### config.mk
export PLATFORM = sky130hd
export DESIGN_NAME = vpic_ctrl
export DESIGN_NICKNAME = d
export VERILOG_FILES = /design/src/vpic_pkg.sv /design/src/vpic_ctrl.sv
export SDC_FILE = /design/constraint.sdc
export NUM_CORES = 1
export LEC_CHECK = 0
export BUFFER_PORTS_ARGS = -buffer_cell sky130_fd_sc_hd__buf_2
export CORE_MARGIN = 4
export CORE_UTILIZATION = 67
export CTS_BUF_LIST = sky130_fd_sc_hd__clkbuf_8
export CTS_CLUSTER_DIAMETER = 60
export CTS_CLUSTER_SIZE = 12
export DETAILED_ROUTE_END_ITERATION = 8
export PLACE_DENSITY_LB_ADDON = 0.12
export REMOVE_ABC_BUFFERS = 1
export SLEW_MARGIN = 20
export SYNTH_ARGS = -nofsm -noshare
export SYNTH_HDL_FRONTEND = slang
export SYNTH_SLANG_ARGS = --single-unit
### constraint.sdc
create_clock -name CORE_CLK_I -period 73.5 [get_ports CORE_CLK_I]
set_clock_uncertainty 0.15 [all_clocks]
set_input_delay 14.7 -clock CORE_CLK_I [delete_from_list [all_inputs] [get_ports CORE_CLK_I]]
set_output_delay 14.7 -clock CORE_CLK_I [all_outputs]
set_load 0.05 [all_outputs]
### src/vpic_pkg.sv
// vpic_pkg: constants shared by the vectored priority interrupt controller.
// assumes a 16-bit register port indexed by word, one clock domain.
package vpic_pkg;
    // register indices, one 16-bit word each
    localparam logic [4:0] IDX_CTRL_ONE = 5'h00;
    localparam logic [4:0] IDX_CTRL_TWO = 5'h01;
    localparam logic [4:0] IDX_FLAG_BASE = 5'h02;
    localparam logic [4:0] IDX_ENABLE_BASE = 5'h04;
    localparam logic [4:0] IDX_PRIO_BASE = 5'h06;
    localparam logic [4:0] IDX_PENDING = 5'h10;
    localparam logic [4:0] IDX_STATUS_WORD = 5'h11;
    localparam logic [4:0] IDX_CORE_CTRL = 5'h12;
    localparam int NUM_FLAG_REGS = 2;
    localparam int NUM_PRIO_REGS = 10;
    localparam int SLOTS_PER_PRIO = 5;
    localparam int NUM_SRC = 32;
    localparam int PRIO_W = 3;
    localparam int LEVEL_W = 4;
    localparam int VEC_W = 7;
    localparam int ADDR_W = 24;
    // global control one fields
    localparam int NEST_DIS_BIT = 15;
    localparam int DIV0_BIT = 6;
    localparam int MATH_BIT = 4;
    localparam int ADDRERR_BIT = 3;
    localparam int STACK_BIT = 2;
    localparam int OSC_BIT = 1;
    localparam logic [15:0] CTRL_ONE_WMASK = 16'h805e;
    // global control two fields
    localparam int ALT_SEL_BIT = 15;
    localparam int NUM_EXT = 3;
    localparam int EXT_SRC [NUM_EXT] = '{0, 20, 29};
    // status word, core control and pending status fields
    localparam int IPL_LSB = 5;
    localparam int IPL_MSB_BIT = 3;
    localparam int PEND_VEC_LSB = 0;
    localparam int PEND_LVL_LSB = 8;
    // vector numbering and handler table layout
    localparam logic [VEC_W-1:0] USER_VEC_OFFSET = 7'h08;
    localparam logic [VEC_W-1:0] TRAP_OSC_VEC = 7'h01;
    localparam logic [VEC_W-1:0] TRAP_ADDR_VEC = 7'h02;
    localparam logic [VEC_W-1:0] TRAP_STACK_VEC = 7'h03;
    localparam logic [VEC_W-1:0] TRAP_MATH_VEC = 7'h04;
    localparam logic [ADDR_W-1:0] TABLE_START = 24'h000004;
    localparam logic [ADDR_W-1:0] ALT_TABLE_OFFSET = 24'h000100;
    localparam logic [2:0] IPL_ALL_BLOCKED = 3'h7;
    localparam logic [PRIO_W-1:0] PRIO_RESET = 3'h0;
endpackage : vpic_pkg

### src/vpic_ctrl.sv
// vpic_ctrl: vectored, prioritised interrupt controller with its registers.
// assumes same-clock one-cycle request pulses from peripherals and the cpu,
// asynchronous external pins, and a simple strobe register port.
//
// Decided for this implementation: strobed register access and the placing of the registers.
`timescale 1ns/1ps
module vpic_ctrl
    import vpic_pkg::*;
#(
    parameter logic [NUM_SRC-1:0] SRC_PRESENT = 32'hffff_ffff
) (
    input wire logic CORE_CLK_I,
    input wire logic SYS_RST_I,
    input wire logic [4:0] REG_ADDR_I,
    input wire logic [15:0] REG_WDATA_I,
    input wire logic REG_WR_I,
    input wire logic REG_RD_I,
    output logic [15:0] REG_RDATA_O,
    input wire logic [NUM_SRC-1:0] SRC_REQ_I,
    input wire logic [NUM_EXT-1:0] EXT_PIN_I,
    input wire logic [3:0] TRAP_I,
    input wire logic TRAP_DIV0_I,
    input wire logic CPU_LEVEL_LOAD_I,
    input wire logic [LEVEL_W-1:0] CPU_LEVEL_I,
    output logic [LEVEL_W-1:0] CPU_LEVEL_O,
    output logic IRQ_REQ_O,
    output logic [VEC_W-1:0] IRQ_VECTOR_O,
    output logic [LEVEL_W-1:0] IRQ_LEVEL_O,
    output logic [ADDR_W-1:0] IRQ_HANDLER_ADDR_O,
    output logic TRAP_PENDING_O,
    output logic [ADDR_W-1:0] TRAP_HANDLER_ADDR_O
);

    // handler word address: table start plus two bytes per vector
    function automatic logic [ADDR_W-1:0] vpic_handler_addr(
        input logic [VEC_W-1:0] vec, input logic alt);
        logic [ADDR_W-1:0] base;
        base = TABLE_START + {16'h0000, vec, 1'b0};
        return alt ? base + ALT_TABLE_OFFSET : base;
    endfunction : vpic_handler_addr

    logic [15:0] ctrl_one_reg, ctrl_one_next;
    logic [15:0] ctrl_two_reg, ctrl_two_next;
    logic [NUM_SRC-1:0] flag_reg, flag_next;
    logic [NUM_SRC-1:0] en_reg, en_next;
    logic [PRIO_W-1:0] prio_reg [NUM_SRC];
    logic [PRIO_W-1:0] prio_next [NUM_SRC];
    logic [2:0] ipl_reg, ipl_next;
    logic ipl_msb_reg, ipl_msb_next;
    logic [NUM_EXT-1:0] ext_sync1_reg, ext_sync2_reg, ext_prev_reg;
    logic [NUM_EXT-1:0] ext_edge;
    logic [NUM_SRC-1:0] flag_set;
    logic flag_wr_any;
    logic [NUM_SRC-1:0] elig;
    logic found;
    logic [VEC_W-1:0] best_vec;
    logic [PRIO_W-1:0] best_prio;
    logic [VEC_W-1:0] vec_reg, vec_next;
    logic [LEVEL_W-1:0] lvl_reg, lvl_next;
    logic irq_reg, irq_next;
    logic [ADDR_W-1:0] haddr_reg, haddr_next;
    logic trap_reg, trap_next;
    logic [ADDR_W-1:0] taddr_reg, taddr_next;
    logic [15:0] rdata_reg, rdata_next;
    logic [LEVEL_W-1:0] cpu_level;
    logic [2:0] wr_ipl;
    logic nest_dis, alt_sel;

    assign nest_dis = ctrl_one_reg[NEST_DIS_BIT];
    assign alt_sel = ctrl_two_reg[ALT_SEL_BIT];
    assign wr_ipl = REG_WDATA_I[IPL_LSB +: 3];
    assign cpu_level = {ipl_msb_reg, ipl_reg};

    // pin synchroniser and edge detect; polarity sits in control two
    always_comb begin
        for (int e = 0; e < NUM_EXT; e++) begin
            if (ctrl_two_reg[e])
                ext_edge[e] = ext_prev_reg[e] & ~ext_sync2_reg[e];
            else
                ext_edge[e] = ext_sync2_reg[e] & ~ext_prev_reg[e];
        end
    end

    always_ff @(posedge CORE_CLK_I) begin
        if (SYS_RST_I) begin
            ext_sync1_reg <= '0;
            ext_sync2_reg <= '0;
            ext_prev_reg <= '0;
        end else begin
            ext_sync1_reg <= EXT_PIN_I;
            ext_sync2_reg <= ext_sync1_reg;
            ext_prev_reg <= ext_sync2_reg;
        end
    end

    // request sources: peripheral pulses plus pin edges at their slots
    always_comb begin
        flag_set = SRC_REQ_I;
        for (int e = 0; e < NUM_EXT; e++) begin
            flag_set[EXT_SRC[e]] = SRC_REQ_I[EXT_SRC[e]] | ext_edge[e];
        end
        flag_set = flag_set & SRC_PRESENT;
    end

    // flag, enable and priority registers; a set in the same cycle as a
    // software clear wins so that no request is ever lost
    always_comb begin
        flag_next = flag_reg;
        en_next = en_reg;
        flag_wr_any = 1'b0;
        for (int i = 0; i < NUM_SRC; i++) begin
            prio_next[i] = prio_reg[i];
        end
        // ascending packing, source zero at bit zero
        for (int k = 0; k < NUM_FLAG_REGS; k++) begin
            if (REG_WR_I && REG_ADDR_I == IDX_FLAG_BASE + 5'(k)) begin
                flag_next[16*k +: 16] = REG_WDATA_I;
                flag_wr_any = 1'b1;
            end
            if (REG_WR_I && REG_ADDR_I == IDX_ENABLE_BASE + 5'(k))
                en_next[16*k +: 16] = REG_WDATA_I;
        end
        flag_next = (flag_next | flag_set) & SRC_PRESENT;
        en_next = en_next & SRC_PRESENT;
        for (int r = 0; r < NUM_PRIO_REGS; r++) begin
            for (int s = 0; s < SLOTS_PER_PRIO; s++) begin
                if (REG_WR_I && REG_ADDR_I == IDX_PRIO_BASE + 5'(r) &&
                    r * SLOTS_PER_PRIO + s < NUM_SRC)
                    prio_next[r * SLOTS_PER_PRIO + s] =
                        REG_WDATA_I[PRIO_W*s +: PRIO_W];
            end
        end
    end

    always_ff @(posedge CORE_CLK_I) begin
        if (SYS_RST_I) begin
            flag_reg <= '0;
            en_reg <= '0;
            for (int i = 0; i < NUM_SRC; i++) begin
                prio_reg[i] <= PRIO_RESET;
            end
        end else begin
            flag_reg <= flag_next;
            en_reg <= en_next;
            prio_reg <= prio_next;
        end
    end

    // global controls; trap flags are sticky and set wins over a write
    always_comb begin
        ctrl_one_next = ctrl_one_reg;
        ctrl_two_next = ctrl_two_reg;
        if (REG_WR_I && REG_ADDR_I == IDX_CTRL_ONE)
            ctrl_one_next = REG_WDATA_I & CTRL_ONE_WMASK;
        ctrl_one_next[OSC_BIT] = ctrl_one_next[OSC_BIT] | TRAP_I[0];
        ctrl_one_next[ADDRERR_BIT] = ctrl_one_next[ADDRERR_BIT] | TRAP_I[1];
        ctrl_one_next[STACK_BIT] = ctrl_one_next[STACK_BIT] | TRAP_I[2];
        ctrl_one_next[MATH_BIT] = ctrl_one_next[MATH_BIT] | TRAP_I[3];
        ctrl_one_next[DIV0_BIT] = ctrl_one_next[DIV0_BIT] |
                                  (TRAP_I[3] & TRAP_DIV0_I);
        if (REG_WR_I && REG_ADDR_I == IDX_CTRL_TWO) begin
            ctrl_two_next = '0;
            ctrl_two_next[ALT_SEL_BIT] = REG_WDATA_I[ALT_SEL_BIT];
            ctrl_two_next[NUM_EXT-1:0] = REG_WDATA_I[NUM_EXT-1:0];
        end
    end

    always_ff @(posedge CORE_CLK_I) begin
        if (SYS_RST_I) begin
            ctrl_one_reg <= '0;
            ctrl_two_reg <= '0;
        end else begin
            ctrl_one_reg <= ctrl_one_next;
            ctrl_two_reg <= ctrl_two_next;
        end
    end

    // cpu level: the cpu load (entry/return) outranks a software write
    always_comb begin
        ipl_next = ipl_reg;
        ipl_msb_next = ipl_msb_reg;
        if (CPU_LEVEL_LOAD_I) begin
            ipl_msb_next = CPU_LEVEL_I[IPL_MSB_BIT];
            ipl_next = CPU_LEVEL_I[2:0];
        end else if (REG_WR_I && REG_ADDR_I == IDX_STATUS_WORD &&
                     !nest_dis) begin
            // software sets level, unless nesting off
            ipl_next = wr_ipl;
        end
        // no software path to the fourth bit
    end

    always_ff @(posedge CORE_CLK_I) begin
        if (SYS_RST_I) begin
            ipl_reg <= 3'h0;
            ipl_msb_reg <= 1'b0;
        end else begin
            ipl_reg <= ipl_next;
            ipl_msb_reg <= ipl_msb_next;
        end
    end

    // arbitration: strict greater-than in ascending order keeps the
    // lowest vector among equal priorities
    always_comb begin
        found = 1'b0;
        best_vec = '0;
        best_prio = '0;
        for (int i = 0; i < NUM_SRC; i++) begin
            // fall out of the level compare
            elig[i] = flag_reg[i] && en_reg[i] && SRC_PRESENT[i] &&
                      !ipl_msb_reg && ipl_reg != IPL_ALL_BLOCKED &&
                      {1'b0, prio_reg[i]} > cpu_level;
            if (elig[i] && (!found || prio_reg[i] > best_prio)) begin
                found = 1'b1;
                best_prio = prio_reg[i];
                best_vec = VEC_W'(i) + USER_VEC_OFFSET;
            end
        end
    end

    // presented interrupt and trap; the last vector latched stays readable
    always_comb begin
        vec_next = vec_reg;
        lvl_next = lvl_reg;
        haddr_next = haddr_reg;
        irq_next = found;
        // latch vector and level, level is priority
        if (found) begin
            vec_next = best_vec;
            lvl_next = {1'b0, best_prio};
            haddr_next = vpic_handler_addr(best_vec, alt_sel);
        end
        trap_next = ctrl_one_reg[OSC_BIT] | ctrl_one_reg[ADDRERR_BIT] |
                    ctrl_one_reg[STACK_BIT] | ctrl_one_reg[MATH_BIT];
        // trap handler word, lower trap vector first
        if (ctrl_one_reg[OSC_BIT])
            taddr_next = vpic_handler_addr(TRAP_OSC_VEC, alt_sel);
        else if (ctrl_one_reg[ADDRERR_BIT])
            taddr_next = vpic_handler_addr(TRAP_ADDR_VEC, alt_sel);
        else if (ctrl_one_reg[STACK_BIT])
            taddr_next = vpic_handler_addr(TRAP_STACK_VEC, alt_sel);
        else if (ctrl_one_reg[MATH_BIT])
            taddr_next = vpic_handler_addr(TRAP_MATH_VEC, alt_sel);
        else
            taddr_next = '0;
    end

    always_ff @(posedge CORE_CLK_I) begin
        if (SYS_RST_I) begin
            vec_reg <= '0;
            lvl_reg <= '0;
            haddr_reg <= '0;
            irq_reg <= 1'b0;
            trap_reg <= 1'b0;
            taddr_reg <= '0;
        end else begin
            vec_reg <= vec_next;
            lvl_reg <= lvl_next;
            haddr_reg <= haddr_next;
            irq_reg <= irq_next;
            trap_reg <= trap_next;
            taddr_reg <= taddr_next;
        end
    end

    // read mux; data stand only in the cycle after the strobe
    always_comb begin
        rdata_next = '0;
        if (REG_RD_I) begin
            unique case (REG_ADDR_I)
                IDX_CTRL_ONE: rdata_next = ctrl_one_reg;
                IDX_CTRL_TWO: rdata_next = ctrl_two_reg;
                IDX_PENDING: begin
                    rdata_next[PEND_VEC_LSB +: VEC_W] = vec_reg;
                    rdata_next[PEND_LVL_LSB +: LEVEL_W] = lvl_reg;
                end
                IDX_STATUS_WORD: rdata_next[IPL_LSB +: 3] = ipl_reg;
                IDX_CORE_CTRL: rdata_next[IPL_MSB_BIT] = ipl_msb_reg;
                default: begin
                    for (int k = 0; k < NUM_FLAG_REGS; k++) begin
                        if (REG_ADDR_I == IDX_FLAG_BASE + 5'(k))
                            rdata_next = flag_reg[16*k +: 16];
                        if (REG_ADDR_I == IDX_ENABLE_BASE + 5'(k))
                            rdata_next = en_reg[16*k +: 16];
                    end
                    for (int r = 0; r < NUM_PRIO_REGS; r++) begin
                        for (int s = 0; s < SLOTS_PER_PRIO; s++) begin
                            if (REG_ADDR_I == IDX_PRIO_BASE + 5'(r) &&
                                r * SLOTS_PER_PRIO + s < NUM_SRC)
                                rdata_next[PRIO_W*s +: PRIO_W] =
                                    prio_reg[r * SLOTS_PER_PRIO + s];
                        end
                    end
                end
            endcase
        end
    end

    always_ff @(posedge CORE_CLK_I) begin
        if (SYS_RST_I)
            rdata_reg <= '0;
        else
            rdata_reg <= rdata_next;
    end

    assign REG_RDATA_O = rdata_reg;
    assign CPU_LEVEL_O = cpu_level;
    assign IRQ_REQ_O = irq_reg;
    assign IRQ_VECTOR_O = vec_reg;
    assign IRQ_LEVEL_O = lvl_reg;
    assign IRQ_HANDLER_ADDR_O = haddr_reg;
    assign TRAP_PENDING_O = trap_reg;
    assign TRAP_HANDLER_ADDR_O = taddr_reg;
endmodule : vpic_ctrl

==> flow_summary.yaml, run 1 <==
placement:
  place_area_mm2: 0.0168
  hpwl_mm: 44.3
  gp_congestion: 0.999
  place_inst: 2531
  port_buffers: 112
yosys:
  ys_async_sr_fraction: 0
  syn_avg_cell_area_um2: 7.40
  yosysTopAreaCellShare: 0.271
  ys.flop_type: "dfxtp_1"
  synth_seq_cells: 221
  yosys.cell_types.count: 98
  synthCells: 2206
  ys_seq_area_frac: 0.271
  synthTopCellsByArea: "dfxtp_1, ha_1, nand2_1"
  yosysWarnings: 0
  synth_edf_count: 0
  yosys.area.top_type: "dfxtp_1"
  netlist_area_mm2: 0.0163
cts:
  ctsHtreeMaxLevel: 1
  clk_pin_slew_worst_paths_ps: 80
  cts_tree: "yes"
  post-cts-setup-buffer-count: 0
  cts_hold_buffers: 0
  clkLatencyLatePin_ps: 600
  cts_buffers: 24
  post_cts_resized: 0
  clock_path_buffers: 3
  ctsRootBufferMaster: "clkbuf_8"
  cts.sinks: 221
power:
  p_switching_mw: 0.0762
  pwr-share-seq: 0.518
  internal_power_mw: 0.167
  p_sw_frac: 0.314
  power_leakage_nw: 6.98
  p_comb_frac: 0.149
  peakVddDrop_v: 0.0000163
  pwr-share-clk: 0.333
  p_per_area_mw_per_mm2: 14.1
critical_path:
  worstSetupPathType: "reg2reg"
  slowest_delay_ps: 810
  cp_max_fo: 32
  startpoint_type: "flip-flop"
  r2r-end: "IRQ_HANDLER_ADDR_O[4]"
  cp-end-kind: "flip-flop"
  worst_ep_arrival_time_ps: 51100
  reg2reg_slack_ps: 22640
  critPathSlowestCell: "a31oi_1"
  cp_data_required_time_ps: 73740
  r2r_start: "ipl_reg[1]"
  critPathMostFrequentCell: "a21oi_1"
  r2r_cells: 246
global_routing:
  overflow: 0
  grt_pass1_wl_mm: 90.3
  first_global_vias: 16200
  antenna_found_initial: 2
  grt_use_total: 0.428
  grt_max_degree: 108
sta:
  setup_tns_ps: 0
  slew_headroom: 0.256
  finalCritPeriodShare: 0.692
  max_freq_mhz: 19.7
  finalSetupViolCount: 0
  grt_setup_unrepaired: "false"
  hold_ws_ps: 302
  tightest_slew_ps: 1120
  finalCriticalPeriod_ps: 50860
  hold_violations: 0
  finalMaxSlewViolations: 0
drt:
  wl_mm: 60.0
  postRouteAntennaNets: 0
  dr.pass1.iters: 6
  via_per_inst: 6.85
  vias: 17600
  routedWlPerCell_um: 23.4
  first_iter_violations: 3064
  route.detailed.drc: 0
floorplanning:
  boundaryPins: 151
  die-area_mm2: 0.0269
  die_y_um: 164
  die_w_um: 164
  core_mm2: 0.0238
  start_util: 0.688
  core.rowCount: 56
layout:
  stdcell_count: 2563
  final_area_mm2: 0.0172
  final_util: 0.724
  n_antenna_cell: 0
  areaGrowthSynthToFinish_pct: 5.22
  drive_above_1_share: 0.0963
  final_nets: 2475
  largest_register_ffs: 96
min_path:
  hold_class: "reg2reg"
  hold_start: "ext_sync1_reg[2]"
  hold_end: "ext_sync2_reg[2]"
  hold_depth: 1
run_status:
  status: "completed"
run:
  maxCapViolCount: 0
## per-layer routing
layer  track usage  wire (µm)  vias to the layer above
met5             0         13                        -
met4         0.219       4120                        2
met3         0.107       9020                      321
met2         0.656      24900                     1408
met1         0.560      21900                     7970
li1              -          -                     7861
## per-stage QoR
stage	setup WS (ps)	total power, mW
2_1_floorplan	29460	0.148
3_3_place_gp	25740	0.162
3_5_place_dp	24180	0.163
4_1_cts	23900	0.240
5_1_grt	18930	0.249
6_report	22640	0.243
## cells in the final DEF (no fill, tap or decap), drive strengths merged, types with 27 or more instances in the layout
cell type,count
nor2b,47
nor2,105
a21oi,257
ha,167
a31oi,66
nand3,81
o21a,27
inv,140
nand2,452
nor3,40
dfxtp,221
conb,38
o21ai,80
buf,124
## power by group through the flow
stage	Sequential, mW	Clock [mW]	Combinational, mW
global placement	0.128	0	0.0333
CTS	0.126	0.0793	0.0347
detailed placement	0.128	0	0.0345
finish	0.126	0.0809	0.0362
floorplan	0.129	0	0.0191
global route	0.126	0.0842	0.0385
## cells by family after synthesis
logic type | Yosys count | share of synthesized area
other | 1 | 0.000230
and+or+nand+nor | 837 | 0.231
AOI/OAI and AO/OA | 648 | 0.266
DFF | 221 | 0.271
muxes | 38 | 0.0245
adders and majority gates | 170 | 0.130
buffers and inverters | 291 | 0.0781
## cell usage after synthesis (4+ instances only)
master      n
nand2_1   452
a21oi_1   252
dfxtp_1   221
ha_1      167
inv_1     135
nor2_1    104
clkbuf_1   98
nand3_1    80
o21ai_0    70
a31oi_1    64
nor2b_1    47
buf_4      40
nor3_1     39
o21a_1     27
mux2i_1    25
and2_1     24
a22oi_1    23
and3_1     23
a221oi_1   22
a21o_1     19
a211oi_1   17
nand4_1    13
mux2_2     12
a222oi_1   11
o211ai_1   10
buf_2       9
nand2b_1    9
o22ai_1     9
o31ai_1     9
a311oi_1    8
o21ai_1     8
nor3b_1     6
a22o_1      5
and3b_1     5
buf_1       5
nand3b_1    5
nor4_1      5
o221ai_1    5
o311a_1     5
or2_2       5
or3_1       5
a21boi_0    4
a21oi_2     4
a221o_1     4
o2111a_1    4
## critical path: cells and delay by family, from the launching register on
kind / cells / cell delay, ps
flops: 1 / 370
buf+inv: 11 / 1220
fa+ha+maj: 34 / 9480
compound gates: 138 / 27990
mux: 5 / 1640
simple gates: 58 / 9710
## worst max path at each step
| stage | from | end | slack [ps] | cells after the start |
|---|---|---|---|---|
| after CTS | ipl_reg[1] | IRQ_HANDLER_ADDR_O[4] | 23900 | 247 |
| after global placement | ipl_reg[1] | IRQ_HANDLER_ADDR_O[4] | 25740 | 247 |
| final | ipl_reg[1] | IRQ_HANDLER_ADDR_O[4] | 22640 | 246 |
| after global routing | ipl_reg[1] | IRQ_HANDLER_ADDR_O[4] | 18930 | 250 |
| after detailed placement | ipl_reg[1] | IRQ_HANDLER_ADDR_O[4] | 24180 | 247 |
| after floorplan | ipl_reg[0] | IRQ_HANDLER_ADDR_O[4] | 29460 | 238 |
## cell type report
type                       count  area [µm²]
multi-input combinational   1731       10800
sequential                   221        4430
clock inverter                 8        86.3
fill                        1921        6570
timing repair buffer         124         657
tap                          319         399
inverter                     136         510
clock buffer                  24         330
Power figures use the tool's default switching activity.
==> run 2, diff against run 1 <==
--- a/config.mk
+++ b/config.mk
@@ -5,9 +5,10 @@
 export SDC_FILE = /design/constraint.sdc
 export NUM_CORES = 1
 export LEC_CHECK = 0
+export ABC_AREA = 1
 export BUFFER_PORTS_ARGS = -buffer_cell sky130_fd_sc_hd__buf_2
 export CORE_MARGIN = 4
-export CORE_UTILIZATION = 67
+export CORE_UTILIZATION = 56
 export CTS_BUF_LIST = sky130_fd_sc_hd__clkbuf_8
 export CTS_CLUSTER_DIAMETER = 60
 export CTS_CLUSTER_SIZE = 12
==> constraint.sdc (replaced) <==
create_clock -name CORE_CLK_I -period 42.8 [get_ports CORE_CLK_I]
set_clock_uncertainty 0.15 [all_clocks]
set_input_delay 8.56 -clock CORE_CLK_I [delete_from_list [all_inputs] [get_ports CORE_CLK_I]]
set_output_delay 8.56 -clock CORE_CLK_I [all_outputs]
set_load 0.05 [all_outputs]
==> run 2 against run 1 <==
Cell count increased by 9.8%. Global-route usage decreased by 8.6 points. Flip-flop and latch count unchanged. Register-to-register slack lost 18000 ps. Non-clock buffer count rose by 2. Synthesized cell count increased by 6.9%. Critical path depth up 51. Largest power group unchanged.
==> flow_summary.yaml, run 2 <==
drt:
  m1WireLength_mm: 23.0
  first_iter_violations: 1551
  wl_mm: 54.4
  route.detailed.drc: 0
  met2_length_mm: 23.4
  postRouteAntennaNets: 0
  wl_met3_mm: 5.69
  vias: 16400
  via_per_inst: 5.82
  dr.pass1.iters: 6
  routedWlPerCell_um: 19.3
  dr.max_layer_used: "met5"
critical_path:
  startpoint_type: "flip-flop"
  r2r_cells: 297
  cp-end-kind: "flip-flop"
  cp_max_fo: 35
  r2r_start: "ipl_reg[0]"
  worst_ep_arrival_time_ps: 38320
  cp_data_required_time_ps: 43100
  worstSetupPathType: "reg2reg"
  reg2reg_slack_ps: 4780
  critPathSlowestCell: "buf_4"
  critPathMostFrequentCell: "o21ai_0"
  r2r-end: "IRQ_HANDLER_ADDR_O[5]"
  slowest_delay_ps: 490
yosys:
  syn_avg_cell_area_um2: 6.72
  synth_edf_count: 0
  yosys.area.top_type: "dfxtp_1"
  ys_seq_area_frac: 0.279
  synthTopCellsByArea: "dfxtp_1, ha_1, nand2_1"
  synth_seq_cells: 221
  yosysWarnings: 0
  ys_async_sr_fraction: 0
  synth_common_cells: "nand2_1, inv_1, o21ai_0"
  ys.flop_type: "dfxtp_1"
  yosys.cell_types.count: 42
  netlist_area_mm2: 0.0159
  synthCells: 2359
  yosysTopAreaCellShare: 0.279
  yosys.cell_count.top_type: "nand2_1"
sta:
  hold_ws_ps: 254
  grt_setup_unrepaired: "false"
  finalCriticalPeriod_ps: 38020
  finalSetupViolCount: 0
  setup_tns_ps: 0
  finalCritPeriodShare: 0.888
  hold_violations: 0
  max_freq_mhz: 26.3
  finalMaxSlewViolations: 0
  slew_headroom: 0.269
  tightest_slew_ps: 1070
min_path:
  hold_class: "reg2reg"
  hold_end: "ext_sync2_reg[0]"
  hold_start: "ext_sync1_reg[0]"
  hold_depth: 2
placement:
  gp_congestion: 0.949
  place_inst: 2781
  port_buffers: 112
  hpwl_mm: 40.4
global_routing:
  antenna_found_initial: 6
  overflow: 0
  grt_max_degree: 124
  grt_pass1_wl_mm: 84.6
  first_global_vias: 15200
  grt_use_total: 0.342
floorplanning:
  die-area_mm2: 0.0311
  core_mm2: 0.0279
  die_y_um: 176
  start_util: 0.569
  boundaryPins: 151
  die_w_um: 176
  core.rowCount: 61
layout:
  final_cell_mix: "nand2_1, inv_1, o21ai_0, dfxtp_1, a21oi_1"
  drive_above_1_share: 0.117
  layout_commonest_cell: "nand2_1"
  final_util: 0.609
  final_nets: 2665
  stdcell_count: 2814
  areaGrowthSynthToFinish_pct: 6.90
  largest_register_ffs: 96
cts:
  cts_hold_buffers: 0
  clock_path_buffers: 3
  clkLatencyLatePin_ps: 560
  cts.sinks: 221
  post-cts-setup-buffer-count: 0
  cts_tree: "yes"
  clk_pin_slew_worst_paths_ps: 80
  cts_buffers: 23
  ctsHtreeMaxLevel: 1
  ctsRootBufferMaster: "clkbuf_8"
power:
  power_leakage_nw: 8.48
  peakVddDrop_v: 0.0000310
  p_per_area_mw_per_mm2: 25.0
  total_power_mw: 0.425
run_status:
  status: "completed"
run:
  maxCapViolCount: 0
run 2: cell types whose count changed in the layout (fill, tap and decap cells not counted), moves of 25 or more:
cell,change
a21oi_1,-66
a31oi_1,-46
inv_1,+175
mux2i_1,-25
nand2_2,+57
nand2_4,+26
nand3_1,+85
nor2_1,+61
nor2b_1,-47
o21a_1,-27
o21ai_0,+212
run 2: layout make-up:
cell class	instances	area, µm²
diodes	4	10.0
clock buffers	24	330
multi-input cells	1732	9750
well taps	378	473
inverters	324	1220
flip-flops and latches	221	4430
clock inverters	5	75.1
repair buffers	126	673
fillers	2719	10900
run 2: cells by family (layout without fill, tap and decap cells):
family,count (synthesis),count (layout),synth area share
fa+ha+maj,167,167,0.132
buf+inv,443,479,0.116
other cells,1,42,0.000236
flops,221,221,0.279
simple gates,967,967,0.282
compound gates,559,559,0.191
xor+xnor,1,1,0.000552
run 2: worst max-delay path by stage:
stage / start / to / cells after the start
floorplan: ipl_reg[0] / IRQ_HANDLER_ADDR_O[5] / 298
detailed placement: ipl_reg[1] / IRQ_HANDLER_ADDR_O[5] / 299
CTS: ipl_reg[1] / IRQ_HANDLER_ADDR_O[5] / 299
global placement: ipl_reg[1] / IRQ_HANDLER_ADDR_O[5] / 294
finish: ipl_reg[0] / IRQ_HANDLER_ADDR_O[5] / 297
global route: ipl_reg[0] / IRQ_HANDLER_ADDR_O[5] / 298
run 2: critical path: cells and delay by family, from the launching register on:
| kind | cells | cell delay (ps) |
|---|---|---|
| AOI/OAI and AO/OA | 67 | 11090 |
| adders and majority gates | 32 | 10050 |
| buffers and inverters | 38 | 2780 |
| DFF | 1 | 330 |
| and+or+nand+nor | 160 | 13520 |
run 2: through the flow:
stage	cell area, µm²	setup WS, ps
after CTS	16900	5210
final	17000	4780
after floorplan	15400	9230
after global placement	16500	6900
after detailed placement	16500	5340
after global routing	17000	61.7
run 2: power by group:
group          total (mW)  switching (mW)  internal, mW
Clock               0.141          0.0777        0.0629
Combinational      0.0678          0.0487        0.0191
Sequential          0.216         0.00553         0.211
run 2: per-layer routing:
layer / vias up / track usage
met5: - / 0
met4: 8 / 0.122
met3: 139 / 0.0574
met2: 793 / 0.533
met1: 7552 / 0.479
li1: 7895 / -
run 2: timing repair:
item,in CTS,in global routing
resized for setup,0,1
setup endpoints to repair,0,1
hold endpoints to repair,0,0
